$ cat config.mk
export PLATFORM = sky130hd
export DESIGN_NAME = oscillator_clock_select
export DESIGN_NICKNAME = d
export VERILOG_FILES = /design/src/core/osc_clk_pkg.sv /design/src/core/osc_link_if.sv /design/src/core/osc_source.sv /design/src/core/hf_postscaler.sv /design/src/core/oscillator_clock_select.sv
export SDC_FILE = /design/constraint.sdc
export NUM_CORES = 1
export LEC_CHECK = 0
export BUFFER_PORTS_ARGS = -buffer_cell sky130_fd_sc_hd__buf_2
export CORE_MARGIN = 2
export CORE_UTILIZATION = 45
export DETAILED_ROUTE_END_ITERATION = 6
export PLACE_DENSITY = 0.72
export SLEW_MARGIN = 0
export SYNTH_ARGS = -nofsm -noshare
export SYNTH_HDL_FRONTEND = slang
export SYNTH_SLANG_ARGS = --single-unit
$ cat constraint.sdc
create_clock -name mclk -period 3.8 [get_ports mclk]
set_input_delay 0.19 -clock mclk [delete_from_list [all_inputs] [get_ports mclk]]
set_output_delay 0.19 -clock mclk [all_outputs]
set_load 0.05 [all_outputs]
$ cat src/core/osc_clk_pkg.sv
/*
 * Shared constants and types for the oscillator and system clock select block.
 * Assumes a single 250 MHz design clock; every oscillator is modelled as an
 * enable-driven level derived from that clock.
 */
package osc_clk_pkg;

    // ------------------------------------------------------------------------
    // timing
    // ------------------------------------------------------------------------
    localparam int CLK_PERIOD_PS = 4000;
    localparam int HF_HALF_PS    = 31250;     // 16 MHz
    localparam int LF_HALF_PS    = 16129032;  // 31 kHz
    localparam int FRC_HALF_PS   = 833333;    // 600 kHz nominal
    localparam int HF_START_NS   = 2000;
    localparam int HF_STABLE_NS  = 4000;
    localparam int LF_START_NS   = 4000;
    localparam int FRC_START_NS  = 1000;

    localparam int HF_HALF_CYC   = HF_HALF_PS / CLK_PERIOD_PS;
    localparam int LF_HALF_CYC   = LF_HALF_PS / CLK_PERIOD_PS;
    localparam int FRC_HALF_CYC  = FRC_HALF_PS / CLK_PERIOD_PS;
    localparam int HF_START_CYC  = (HF_START_NS * 1000 + CLK_PERIOD_PS - 1) / CLK_PERIOD_PS;
    localparam int HF_STABLE_CYC = (HF_STABLE_NS * 1000 + CLK_PERIOD_PS - 1) / CLK_PERIOD_PS;
    localparam int LF_START_CYC  = (LF_START_NS * 1000 + CLK_PERIOD_PS - 1) / CLK_PERIOD_PS;
    localparam int FRC_START_CYC = (FRC_START_NS * 1000 + CLK_PERIOD_PS - 1) / CLK_PERIOD_PS;

    // ------------------------------------------------------------------------
    // register map
    // ------------------------------------------------------------------------
    localparam int ADDR_W = 4;
    localparam int DATA_W = 8;
    localparam int DIV_W  = 9;

    localparam logic [ADDR_W-1:0] ADDR_OSC_CONTROL = 4'h0;
    localparam logic [ADDR_W-1:0] ADDR_OSC_STATUS  = 4'h1;

    localparam int INT_FREQ_SELECT_LSB        = 3;
    localparam int INT_FREQ_SELECT_W          = 4;
    localparam int SCS_LSB         = 0;
    localparam int SCS_W           = 2;
    localparam int HF_READY_BIT    = 4;
    localparam int LF_READY_BIT    = 1;
    localparam int HF_STABLE_BIT   = 0;
    localparam int SWITCH_BUSY_BIT = 7;

    localparam logic [INT_FREQ_SELECT_W-1:0] INT_FREQ_SELECT_RESET = 4'h7;
    localparam logic [SCS_W-1:0]  SCS_RESET  = 2'h0;

    // ------------------------------------------------------------------------
    // types
    // ------------------------------------------------------------------------
    typedef enum logic [1:0] {
        MODE_INTERNAL_OSC          = 2'h0,
        MODE_EXT_CLK_LOW_POWER     = 2'h1,
        MODE_EXT_CLK_MEDIUM_POWER  = 2'h2,
        MODE_EXT_CLK_HIGH_POWER    = 2'h3
    } clk_mode_t;

    typedef enum logic [2:0] {
        SRC_EXT = 3'h1,
        SRC_HF  = 3'h2,
        SRC_LF  = 3'h4
    } clk_src_t;

    typedef enum logic [3:0] {
        SW_RUN   = 4'h1,
        SW_START = 4'h2,
        SW_FALL  = 4'h4,
        SW_HOLD  = 4'h8
    } sw_state_t;

    // upper three select bits clear pick the low-frequency oscillator
    function automatic logic freq_is_lf(input logic [INT_FREQ_SELECT_W-1:0] sel);
        return sel[INT_FREQ_SELECT_W-1:1] == 3'h0;
    endfunction

    // divide-by-two stages behind the 16 MHz oscillator
    function automatic logic [3:0] postscale_exp(input logic [INT_FREQ_SELECT_W-1:0] sel);
        unique case (sel)
            4'hF:    return 4'h0;
            4'hE:    return 4'h1;
            4'hD:    return 4'h2;
            4'hC:    return 4'h3;
            4'hB:    return 4'h4;
            4'hA:    return 4'h5;
            4'h9:    return 4'h6;
            4'h8:    return 4'h7;
            4'h7:    return 4'h5;
            4'h6:    return 4'h6;
            4'h5:    return 4'h7;
            4'h4:    return 4'h8;
            default: return 4'h9;
        endcase
    endfunction

endpackage

$ cat src/core/osc_link_if.sv
/*
 * Bundle between an oscillator source and its consumer.
 * Assumes every signal is synchronous to the design clock.
 */
`timescale 1ns/1ps
interface osc_link_if;
    logic en;
    logic lvl;
    logic rise;
    logic ready;
    logic stable;

    modport src  (input en, output lvl, output rise, output ready, output stable);
    modport sink (output en, input lvl, input rise, input ready, input stable);
endinterface

$ cat src/core/osc_source.sv
/*
 * One oscillator: start-up delay, ready and stable flags, free-running level.
 * Assumes the enable comes from the clock select logic on the same clock.
 */
`timescale 1ns/1ps
module osc_source #(
    parameter int HALF_CYC   = 7,
    parameter int START_CYC  = 500,
    parameter int STABLE_CYC = 1000
) (
    input  wire logic   mclk,
    input  wire logic   arst_n,
    osc_link_if.src     osc
);
    localparam int CW = $clog2(HALF_CYC + 1);
    localparam int SW = $clog2(START_CYC + STABLE_CYC + 1);

    typedef struct packed {
        logic [CW-1:0] tick;
        logic [SW-1:0] waitCnt;
        logic          lvl;
        logic          rise;
        logic          ready;
        logic          stable;
    } src_state_t;

    src_state_t q;
    src_state_t d;

    always_comb begin
        d = q;
        d.rise = 1'b0;
        if (!osc.en) begin
            d = '0;
        end else if (!q.ready) begin
            if (q.waitCnt == SW'(START_CYC - 1)) begin
                d.ready = 1'b1;
                d.waitCnt = '0;
            end else begin
                d.waitCnt = q.waitCnt + 1'b1;
            end
        end else begin
            if (!q.stable) begin
                if (q.waitCnt == SW'(STABLE_CYC - 1)) begin
                    d.stable = 1'b1;
                end else begin
                    d.waitCnt = q.waitCnt + 1'b1;
                end
            end
            if (q.tick == CW'(HALF_CYC - 1)) begin
                d.tick = '0;
                d.lvl = ~q.lvl;
                d.rise = ~q.lvl;
            end else begin
                d.tick = q.tick + 1'b1;
            end
        end
    end

    always_ff @(posedge mclk or negedge arst_n) begin
        if (!arst_n) begin
            q <= '0;
        end else begin
            q <= d;
        end
    end

    assign osc.lvl    = q.lvl;
    assign osc.rise   = q.rise;
    assign osc.ready  = q.ready;
    assign osc.stable = q.stable;
endmodule

$ cat src/core/hf_postscaler.sv
/*
 * Postscaler behind the high-frequency oscillator.
 * Assumes the frequency select comes straight from the control register and can change on any write.
 */
`timescale 1ns/1ps
module hf_postscaler #(
    parameter int DIV_W = osc_clk_pkg::DIV_W
) (
    input  wire logic                           mclk,
    input  wire logic                           arst_n,
    input  wire logic [osc_clk_pkg::INT_FREQ_SELECT_W-1:0] freqSel,
    osc_link_if.sink                            hf,
    osc_link_if.src                             div
);
    typedef struct packed {
        logic [DIV_W-1:0] cnt;
        logic             lvl;
        logic             rise;
    } ps_state_t;

    ps_state_t  q;
    ps_state_t  d;
    logic [3:0] stages;
    logic       nextLvl;

    assign stages = osc_clk_pkg::postscale_exp(freqSel);

    always_comb begin
        d = q;
        nextLvl = 1'b0;
        d.rise = 1'b0;
        if (!hf.ready) begin
            d = '0;
        end else begin
            if (hf.rise) begin
                d.cnt = q.cnt + 1'b1;
            end
            nextLvl = (stages == 4'h0) ? hf.lvl : d.cnt[stages - 4'h1];
            d.lvl = nextLvl;
            d.rise = nextLvl & ~q.lvl;
        end
    end

    always_ff @(posedge mclk or negedge arst_n) begin
        if (!arst_n) begin
            q <= '0;
        end else begin
            q <= d;
        end
    end

    // the oscillator runs whenever its divided output is wanted
    assign hf.en      = div.en;
    assign div.lvl    = q.lvl;
    assign div.rise   = q.rise;
    assign div.ready  = hf.ready;
    assign div.stable = hf.stable;
endmodule

$ cat src/core/oscillator_clock_select.sv
/*
 * Oscillator and system clock source selection with control/status registers.
 * Assumes config-word fields are static straps and all pins are synchronous
 * to mclk; register port reads answer one cycle after the strobe.
 */
`timescale 1ns/1ps
module oscillator_clock_select (
    input  wire logic                           mclk,
    input  wire logic                           arst_n,
    input  wire logic [osc_clk_pkg::ADDR_W-1:0] regAddr,
    input  wire logic [osc_clk_pkg::DATA_W-1:0] regWrData,
    input  wire logic                           regWr,
    input  wire logic                           regRd,
    output logic      [osc_clk_pkg::DATA_W-1:0] regRdData,
    input  wire logic [1:0]                     cfgOscMode,
    input  wire logic                           cfgClkOutEn,
    input  wire logic                           extClkIn,
    input  wire logic                           gpioClkOutO,
    input  wire logic                           gpioClkOutOe,
    input  wire logic                           lfPeriphReq,
    input  wire logic                           frcReq,
    input  wire logic                           sleepMode,
    output logic                                sysClk,
    output logic                                fastStartActive,
    output logic                                clkOutPinO,
    output logic                                clkOutPinOe,
    output logic                                clkInGpioMode,
    output logic                                lfTimeBase,
    output logic                                frcClk
);
    // ------------------------------------------------------------------------
    // state
    // ------------------------------------------------------------------------
    typedef struct packed {
        logic [osc_clk_pkg::INT_FREQ_SELECT_W-1:0] freqSel;
        logic [osc_clk_pkg::SCS_W-1:0]  srcSel;
        osc_clk_pkg::clk_mode_t         cfgMode;
        logic                           cfgLoaded;
        osc_clk_pkg::sw_state_t         sw;
        osc_clk_pkg::clk_src_t          actSrc;
        osc_clk_pkg::clk_src_t          newSrc;
        logic [osc_clk_pkg::INT_FREQ_SELECT_W-1:0] actFreq;
        logic                           sysClk;
        logic                           fastStart;
        logic                           clkOutO;
        logic                           clkOutOe;
        logic                           clkInGpio;
        logic                           lfTick;
        logic                           frcClk;
        logic [osc_clk_pkg::DATA_W-1:0] rdData;
    } top_state_t;

    top_state_t             q;
    top_state_t             d;
    osc_clk_pkg::clk_src_t  tgtSrc;
    osc_clk_pkg::clk_src_t  loadSrc;
    logic                   hfWanted;
    logic                   lfWanted;

    osc_link_if hfRaw ();
    osc_link_if hfDiv ();
    osc_link_if lfIf ();
    osc_link_if frcIf ();

    // ------------------------------------------------------------------------
    // oscillators
    // ------------------------------------------------------------------------
    osc_source #(
        .HALF_CYC   (osc_clk_pkg::HF_HALF_CYC),
        .START_CYC  (osc_clk_pkg::HF_START_CYC),
        .STABLE_CYC (osc_clk_pkg::HF_STABLE_CYC)
    ) hfOsc (
        .mclk   (mclk),
        .arst_n (arst_n),
        .osc    (hfRaw)
    );

    hf_postscaler hfPs (
        .mclk    (mclk),
        .arst_n  (arst_n),
        .freqSel (q.freqSel),
        .hf      (hfRaw),
        .div     (hfDiv)
    );

    osc_source #(
        .HALF_CYC   (osc_clk_pkg::LF_HALF_CYC),
        .START_CYC  (osc_clk_pkg::LF_START_CYC),
        .STABLE_CYC (1)
    ) lfOsc (
        .mclk   (mclk),
        .arst_n (arst_n),
        .osc    (lfIf)
    );

    osc_source #(
        .HALF_CYC   (osc_clk_pkg::FRC_HALF_CYC),
        .START_CYC  (osc_clk_pkg::FRC_START_CYC),
        .STABLE_CYC (1)
    ) frcOsc (
        .mclk   (mclk),
        .arst_n (arst_n),
        .osc    (frcIf)
    );

    // ------------------------------------------------------------------------
    // helpers
    // ------------------------------------------------------------------------
    function automatic osc_clk_pkg::clk_src_t pick_src(
        input osc_clk_pkg::clk_mode_t         mode,
        input logic [osc_clk_pkg::SCS_W-1:0]  sel,
        input logic [osc_clk_pkg::INT_FREQ_SELECT_W-1:0] freq
    );
        // no secondary oscillator here, so select 01 behaves like 00
        if (sel[osc_clk_pkg::SCS_W-1] || mode == osc_clk_pkg::MODE_INTERNAL_OSC) begin
            return osc_clk_pkg::freq_is_lf(freq) ? osc_clk_pkg::SRC_LF : osc_clk_pkg::SRC_HF;
        end
        return osc_clk_pkg::SRC_EXT;
    endfunction

    function automatic logic src_level(input osc_clk_pkg::clk_src_t src);
        unique case (src)
            osc_clk_pkg::SRC_EXT: return extClkIn;
            osc_clk_pkg::SRC_HF:  return hfDiv.lvl;
            default:              return lfIf.lvl;
        endcase
    endfunction

    function automatic logic src_ready(input osc_clk_pkg::clk_src_t src);
        unique case (src)
            osc_clk_pkg::SRC_EXT: return 1'b1;
            osc_clk_pkg::SRC_HF:  return hfDiv.ready;
            default:              return lfIf.ready;
        endcase
    endfunction

    assign tgtSrc  = pick_src(q.cfgMode, q.srcSel, q.freqSel);
    assign loadSrc = pick_src(osc_clk_pkg::clk_mode_t'(cfgOscMode), q.srcSel, q.freqSel);

    // old source stays up until the switch has handed over
    assign hfWanted = ~sleepMode
                    & ((~osc_clk_pkg::freq_is_lf(q.freqSel)
                        & (q.cfgMode == osc_clk_pkg::MODE_INTERNAL_OSC
                           | q.srcSel[osc_clk_pkg::SCS_W-1]))
                       | (q.actSrc == osc_clk_pkg::SRC_HF & q.sw != osc_clk_pkg::SW_RUN));
    assign lfWanted = (osc_clk_pkg::freq_is_lf(q.freqSel) & q.srcSel[osc_clk_pkg::SCS_W-1])
                    | lfPeriphReq
                    | (q.actSrc == osc_clk_pkg::SRC_LF & q.sw != osc_clk_pkg::SW_RUN);

    assign hfDiv.en = hfWanted;
    assign lfIf.en  = lfWanted;
    assign frcIf.en = frcReq;

    // ------------------------------------------------------------------------
    // next state
    // ------------------------------------------------------------------------
    always_comb begin
        d = q;
        d.lfTick = lfIf.rise;
        d.frcClk = frcIf.lvl;
        d.rdData = '0;
        d.fastStart = 1'b0;

        // straps are caught once, on the first edge after reset release
        if (!q.cfgLoaded) begin
            d.cfgLoaded = 1'b1;
            d.cfgMode = osc_clk_pkg::clk_mode_t'(cfgOscMode);
            d.actSrc = loadSrc;
            d.newSrc = loadSrc;
            d.actFreq = q.freqSel;
        end

        if (regWr && regAddr == osc_clk_pkg::ADDR_OSC_CONTROL) begin
            d.freqSel = regWrData[osc_clk_pkg::INT_FREQ_SELECT_LSB +: osc_clk_pkg::INT_FREQ_SELECT_W];
            d.srcSel = regWrData[osc_clk_pkg::SCS_LSB +: osc_clk_pkg::SCS_W];
        end

        if (regRd && regAddr == osc_clk_pkg::ADDR_OSC_CONTROL) begin
            d.rdData[osc_clk_pkg::INT_FREQ_SELECT_LSB +: osc_clk_pkg::INT_FREQ_SELECT_W] = q.freqSel;
            d.rdData[osc_clk_pkg::SCS_LSB +: osc_clk_pkg::SCS_W] = q.srcSel;
        end else if (regRd && regAddr == osc_clk_pkg::ADDR_OSC_STATUS) begin
            d.rdData[osc_clk_pkg::HF_READY_BIT] = hfDiv.ready;
            d.rdData[osc_clk_pkg::HF_STABLE_BIT] = hfDiv.stable;
            d.rdData[osc_clk_pkg::LF_READY_BIT] = lfIf.ready;
            d.rdData[osc_clk_pkg::SWITCH_BUSY_BIT] = q.sw != osc_clk_pkg::SW_RUN;
        end

        unique case (q.sw)
            osc_clk_pkg::SW_RUN: begin
                d.sysClk = src_level(q.actSrc) & ~sleepMode;
                if (q.cfgLoaded && (tgtSrc != q.actSrc || q.freqSel != q.actFreq)) begin
                    d.newSrc = tgtSrc;
                    d.actFreq = q.freqSel;
                    d.sw = osc_clk_pkg::SW_START;
                end
            end
            osc_clk_pkg::SW_START: begin
                // a ready source skips the delay, as within one oscillator
                d.sysClk = src_level(q.actSrc) & ~sleepMode;
                d.fastStart = (q.newSrc == osc_clk_pkg::SRC_HF) & ~hfDiv.ready;
                if (src_ready(q.newSrc)) begin
                    d.sw = osc_clk_pkg::SW_FALL;
                end
            end
            osc_clk_pkg::SW_FALL: begin
                d.sysClk = src_level(q.actSrc) & ~sleepMode;
                if (!src_level(q.actSrc)) begin
                    d.sysClk = 1'b0;
                    d.sw = osc_clk_pkg::SW_HOLD;
                end
            end
            osc_clk_pkg::SW_HOLD: begin
                d.sysClk = 1'b0;
                if (src_level(q.newSrc)) begin
                    d.actSrc = q.newSrc;
                    d.sysClk = ~sleepMode;
                    d.sw = osc_clk_pkg::SW_RUN;
                end
            end
            default: begin
                d.sw = osc_clk_pkg::SW_RUN;
            end
        endcase

        // external clock only counts when an external mode is active
        d.clkInGpio = q.cfgMode == osc_clk_pkg::MODE_INTERNAL_OSC;
        d.clkOutOe = cfgClkOutEn | gpioClkOutOe;
        d.clkOutO = cfgClkOutEn ? d.sysClk : gpioClkOutO;
    end

    always_ff @(posedge mclk or negedge arst_n) begin
        if (!arst_n) begin
            q <= '{freqSel: osc_clk_pkg::INT_FREQ_SELECT_RESET,
                   srcSel:  osc_clk_pkg::SCS_RESET,
                   cfgMode: osc_clk_pkg::MODE_INTERNAL_OSC,
                   sw:      osc_clk_pkg::SW_RUN,
                   actSrc:  osc_clk_pkg::SRC_HF,
                   newSrc:  osc_clk_pkg::SRC_HF,
                   actFreq: osc_clk_pkg::INT_FREQ_SELECT_RESET,
                   default: '0};
        end else begin
            q <= d;
        end
    end

    // ------------------------------------------------------------------------
    // outputs
    // ------------------------------------------------------------------------
    assign regRdData       = q.rdData;
    assign sysClk          = q.sysClk;
    assign fastStartActive = q.fastStart;
    assign clkOutPinO      = q.clkOutO;
    assign clkOutPinOe     = q.clkOutOe;
    assign clkInGpioMode   = q.clkInGpio;
    assign lfTimeBase      = q.lfTick;
    assign frcClk          = q.frcClk;
endmodule

After elaboration in Yosys (flattened, before gate mapping)
Memory sizes are Yosys's and may differ from the RTL's.
Index checks and enable logic that the tools add are counted.
{"block": "classes", "add_sub_neg": 8, "order_cmp": 1, "n_eq_ne": 36, "muxes": 85, "n_bitwise": 22, "n_reduce_logical": 21}
{"operator": "$mux W11", "count": 5}
{"operator": "$mux W10", "count": 5}
{"operator": "$mux W8", "count": 6}
{"operator": "$mux W1", "count": 33}
{"operator": "$mux W26", "count": 1}
{"operator": "$mux W12", "count": 2}
{"operator": "$mux W3", "count": 8}
{"operator": "$mux W7", "count": 3}
{"operator": "$mux W20", "count": 1}
{"operator": "$mux W18", "count": 1}
{"operator": "$mux W2", "count": 9}
{"operator": "$mux W9", "count": 2}
{"operator": "$ne A3 B3 Y1 const B", "count": 6}
{"operator": "$add A8 B1 Y8 const B", "count": 2}
{"operator": "$eq A8 B8 Y1 const B", "count": 2}
{"operator": "$pmux W4 S4", "count": 1}
{"operator": "$add A12 B1 Y12 const B", "count": 1}
{"operator": "$eq A12 B12 Y1 const B", "count": 1}
{"operator": "$mux W4", "count": 3}
{"operator": "$ne A2 B2 Y1 const B", "count": 6}
{"operator": "$reduce_and A2 Y1", "count": 6}
{"operator": "$add A11 B1 Y11 const B", "count": 1}
{"operator": "$eq A11 B10 Y1 const B", "count": 1}
{"operator": "$eq A11 B9 Y1 const B", "count": 1}
{"operator": "31 further kinds", "count": 66}
{"block": "totals", "regBits": 110, "romBits": 64, "inputBits": 25, "output_inout_bits": 15, "wordCells": 209, "n_memories": 1}
{"name": "(no name shown)", "depth": 16, "word_bits": 4, "read_ports": 1, "rd_clocked_by_memory_dff": 0, "write_ports": 0, "line": "osc_clk_pkg.sv:80", "rtl": "unique case (sel)"}

Logic depth before layout (Yosys ltp)
{"block": "logic_depth", "depth_word": 9, "ltp_mapped": 12, "mapped_depth_nobuf": 9}

Cells and area by module
A second synthesis with hierarchy kept.
{"block": "hier_totals", "hier_cells": 617, "hier_area_um2": 6349.8}
{"mod": "oscillator_clock_select", "n_inst": 1, "cells_each": 171, "area_each_um2": 1878.1, "seq_area_each_um2": 937.1}
{"mod": "osc_source at lfOsc", "n_inst": 1, "cells_each": 142, "area_each_um2": 1426.4, "seq_area_each_um2": 650.6}
{"mod": "osc_source at frcOsc", "n_inst": 1, "cells_each": 106, "area_each_um2": 1117.3, "seq_area_each_um2": 500.5}
{"mod": "osc_source at hfOsc", "n_inst": 1, "cells_each": 97, "area_each_um2": 1022.2, "seq_area_each_um2": 450.4}
{"mod": "hf_postscaler", "n_inst": 1, "cells_each": 101, "area_each_um2": 905.9, "seq_area_each_um2": 275.3}

Worst setup path before layout
Ideal clock, no wire load.
{"block": "synth_path", "path_type": "reg-to-reg", "start": "register q[34] (netlist name)", "end": "register hfPs.q (netlist bit hfPs.div.lvl)", "setup_ns": 0.140, "t_arrival_ns": 2.574, "required_ns": 3.660, "slack_ns": 1.086, "path_stages_with_launch": 12, "path_buffers": 2, "period_less_slack_ns": 2.714, "cell_sequence": "dfstp_2 > clkbuf_1 > inv_1 > ha_1 > a31oi_1 > ha_1 > clkbuf_1 > xnor2_1 > nor3_1 > a311o_1 > a311oi_1 > a2111oi_0"}
{"item": "from (decl)", "line": "oscillator_clock_select.sv:53", "rtl": "top_state_t q;"}
{"item": "from (signal assigned)", "line": "oscillator_clock_select.sv:233", "rtl": "q <= '{freqSel: osc_clk_pkg::INT_FREQ_SELECT_RESET,"}
{"item": "to (signal assigned)", "line": "hf_postscaler.sv:46", "rtl": "q <= '0;"}
{"item": "to (signal assigned)", "line": "hf_postscaler.sv:48", "rtl": "q <= d;"}
{"item": "to (decl)", "line": "hf_postscaler.sv:21", "rtl": "ps_state_t q;"}

==> results.yml <==
route:
  routed_wl_mm: 12.0
  maxUsedRoutingLayer: "met4"
  viasPerCell: 5.62
  wl_met1_mm: 5.33
  antenna_left: 0
  met3_wirelength_um: 446
  wl_met2_mm: 6.08
  drc_errors: 0
  first_pass_iters: 4
  vias: 4619
  drt-initial-drc-count: 306
  routedWlPerCell_um: 14.6
timing:
  max_freq_mhz: 356
  setup_violations: 0
  fin_crit_ns: 2.81
  rsz0062_at_grt: "no"
  fin_crit_sh_pct: 73.9
  fin_skew_ns: 0.0107
  finalSetupTns_ns: 0
  final_max_slew_viol_count: 0
  slew_headroom_pct: 36.5
  finalHoldViolCount: 0
  worst_pin_slew_ns: 0.940
critical_path:
  rr_endpoint: "hfPs.div.lvl$_DFF_PN0_"
  r2r_cells: 9
  reg2reg_from: "q[36]$_DFFE_PN1P_"
  critPathCapture: "hfPs.div.lvl$_DFF_PN0_"
  cp_max_fo: 18
  cp_slowest_cell: "dfstp_2"
  cp.arrival_ns: 3.02
  crit_chain: "nor3b_1 -> nor2_1 -> inv_1 -> ha_1 -> xor2_1 -> nand2b_1 -> a221o_1 -> a221oi_1 -> a2111oi_0"
  path_class: "register to register"
  endpoint_kind: "register"
  crit_required_ns: 4.02
  cp-startpoint: "q[36]$_DFFE_PN1P_"
  rrSetupSlack_ns: 0.99
  cp-start-kind: "register"
  cpPeakStageDelay_ns: 0.72
yosys:
  ys_seq_area_share_pct: 45.8
  syn_inst: 627
  synthesis.nets: 663
  ys_ff_latch: 110
  syn_avg_cell_area_um2: 9.62
  synthArstFlopShare_pct: 100
  syn_area_um2: 6030
  netlist-cell-type-count: 74
  ys_warn_count: 0
  synth_edf_count: 0
  ys.flop_type: "dfrtp_1"
cells_and_area:
  syn_to_final_growth_pct: 8.55
  final_layout_size_suffix_gt1_share_pct: 13.9
  nNetsFinal: 677
  n_antenna_cell: 0
  layout_commonest_cell: "dfrtp_1"
  final_cell_mix: "dfrtp_1 (101), nor2_1 (65), nand2_1 (43), buf_2 (35), o21ai_0 (31)"
die:
  die_area_um2: 14300
  core_um2: 13200
  die_x_um: 120
  initial_core_util_pct: 45.7
  ios: 40
  rows: 42
  die_h_um: 120
global_route:
  grt_pass1_wl_mm: 20.6
  grt_max_degree: 54
  grt-ovfl-total: 0
  grt.total_usage_pct: 17.8
  antenna_found_initial: 0
  grt_pass1_vias: 4463
clock_tree:
  cts_resized: 0
  cts_sinks: 110
  clockBufferDepth: 2
  htree_levels: 3
  hold_buffers: 1
  cts_root_buf: "clkbuf_16"
  cts_made_buffers: 9
  cts_setup_buffers: 0
  clock_latency_ns: 0.35
  clk_pin_slew_ns: 0.07
  tritoncts: "done"
min_path:
  hp-class: "input pin to register"
pwr:
  power_frac_seq_pct: 47.0
  peakVddDrop_mv: 0.238
  clkPwrFrac_pct: 29.8
  p_total_w: 0.00306
  pwr-share-comb_pct: 23.3
  p_leak_nw: 2.85
  power.share.switching_pct: 31.0
  power.density_nw_per_um2: 468
  p_switching_w: 0.000949
  p_int_w: 0.00211
run_status:
  status: "finished clean"
place:
  post-dp-hpwl_mm: 8.58
  port_buffers: 36
  place_congestion: 0.906
flow_run:
  drv_cap: 0
metrics by stage:
| stage | area, µm² | std cells | utilization [%] | hold WS (ns) | setup WS, ns |
|---|---|---|---|---|---|
| after floorplan | 6030 | 627 | - | -0.106 | 1.09 |
| after global placement | 6250 | 805 | 47.4 | 0.262 | 1.07 |
| after detailed placement | 6250 | 805 | 47.4 | 0.270 | 0.995 |
| after CTS | 6550 | 822 | 49.6 | 0.00790 | 0.977 |
| after global routing | 6550 | 822 | 49.6 | 0.0211 | 0.753 |
| final | 6550 | 822 | 49.6 | 0.0227 | 0.991 |
power by group through the flow:
stage	registers, W	clock network, W	logic, W
after floorplan	0.00139	0	0.000621
after global placement	0.00145	0	0.000686
after detailed placement	0.00146	0	0.000714
after CTS	0.00144	0.000943	0.000718
after global routing	0.00146	0.000998	0.000798
final	0.00144	0.000913	0.000713
layer usage:
metal | GRT usage, % | vias up
met1 | 22.4 | 2263
met2 | 30.3 | 76
met3 | 5.09 | 12
met4 | 4.85 | 0
met5 | 0 | -
li1 | - | 2268
area by class of cell:
cell class              count  area [µm²]
fillers                  1235        6640
multi-input cells         459        2990
flip-flops and latches    110        2760
clock buffers              14         244
well taps                 176         220
repair buffers             40         215
inverters                  21        78.8
clock inverters             2        37.5
flip-flops by register name (all words and copies together), names as in the netlist, 7 cells and up:
name	count
lfOsc.q	22
hfOsc.q	14
q	23
frcOsc.q	16
regRdData	7
hfPs.q	9
worst min-delay path by stage:
stage,endpoint,slack [ns],cells past startpoint,start
after CTS,clkOutPinOe$_DFF_PN0_,0.008,2,gpioClkOutOe
after floorplan,clkInGpioMode$_DFF_PN0_,-0.11,0,arst_n
after global routing,clkOutPinOe$_DFF_PN0_,0.02,2,gpioClkOutOe
after detailed placement,frcOsc.q[14]$_DFFE_PN0P_,0.27,1,arst_n
final,clkOutPinOe$_DFF_PN0_,0.02,2,gpioClkOutOe
after global placement,frcOsc.q[14]$_DFFE_PN0P_,0.26,1,arst_n
worst max-delay path, delay by kind of cell (launching register included):
family	cells	cell delay, ns
AOI/OAI and AO/OA	3	0.70
xor gates and xnor gates	1	0.20
buffers and inverters	1	0.12
DFF	1	0.72
adders and majority gates	1	0.37
and+or+nand+nor	3	0.57
Yosys cell counts (all sizes together), types with 5 or more instances:
| cell | number | area [µm²] |
|---|---|---|
| dfrtp | 101 | 2530 |
| nor2 | 65 | 244 |
| nand2 | 43 | 161 |
| o21ai | 33 | 165 |
| nor3 | 28 | 145 |
| a21oi | 22 | 110 |
| buf | 22 | 145 |
| inv | 21 | 78.8 |
| xor2 | 21 | 184 |
| nand3 | 20 | 100 |
| and2 | 15 | 93.8 |
| clkbuf | 15 | 56.3 |
| xnor2 | 15 | 131 |
| mux2 | 13 | 146 |
| nand2b | 12 | 75.1 |
| ha | 11 | 138 |
| a31oi | 10 | 62.6 |
| and3 | 10 | 62.6 |
| nor4 | 10 | 62.6 |
| dfstp | 9 | 236 |
| nor2b | 9 | 56.3 |
| a22o | 8 | 70.1 |
| mux2i | 7 | 70.1 |
| nand4 | 7 | 43.8 |
| o21bai | 6 | 45.0 |
| or3 | 6 | 37.5 |
| nand3b | 5 | 37.5 |
cell families after synthesis:
family / share of synthesized area (%)
AO/OA/AOI/OAI: 15.8
buffers and inverters: 4.65
flip-flops: 45.8
adder cells (fa/ha/maj): 2.28
multiplexers: 3.59
XOR/XNOR: 5.23
other: 0.125
AND/OR/NAND/NOR: 22.5
(Power assumes the default switching activity.)
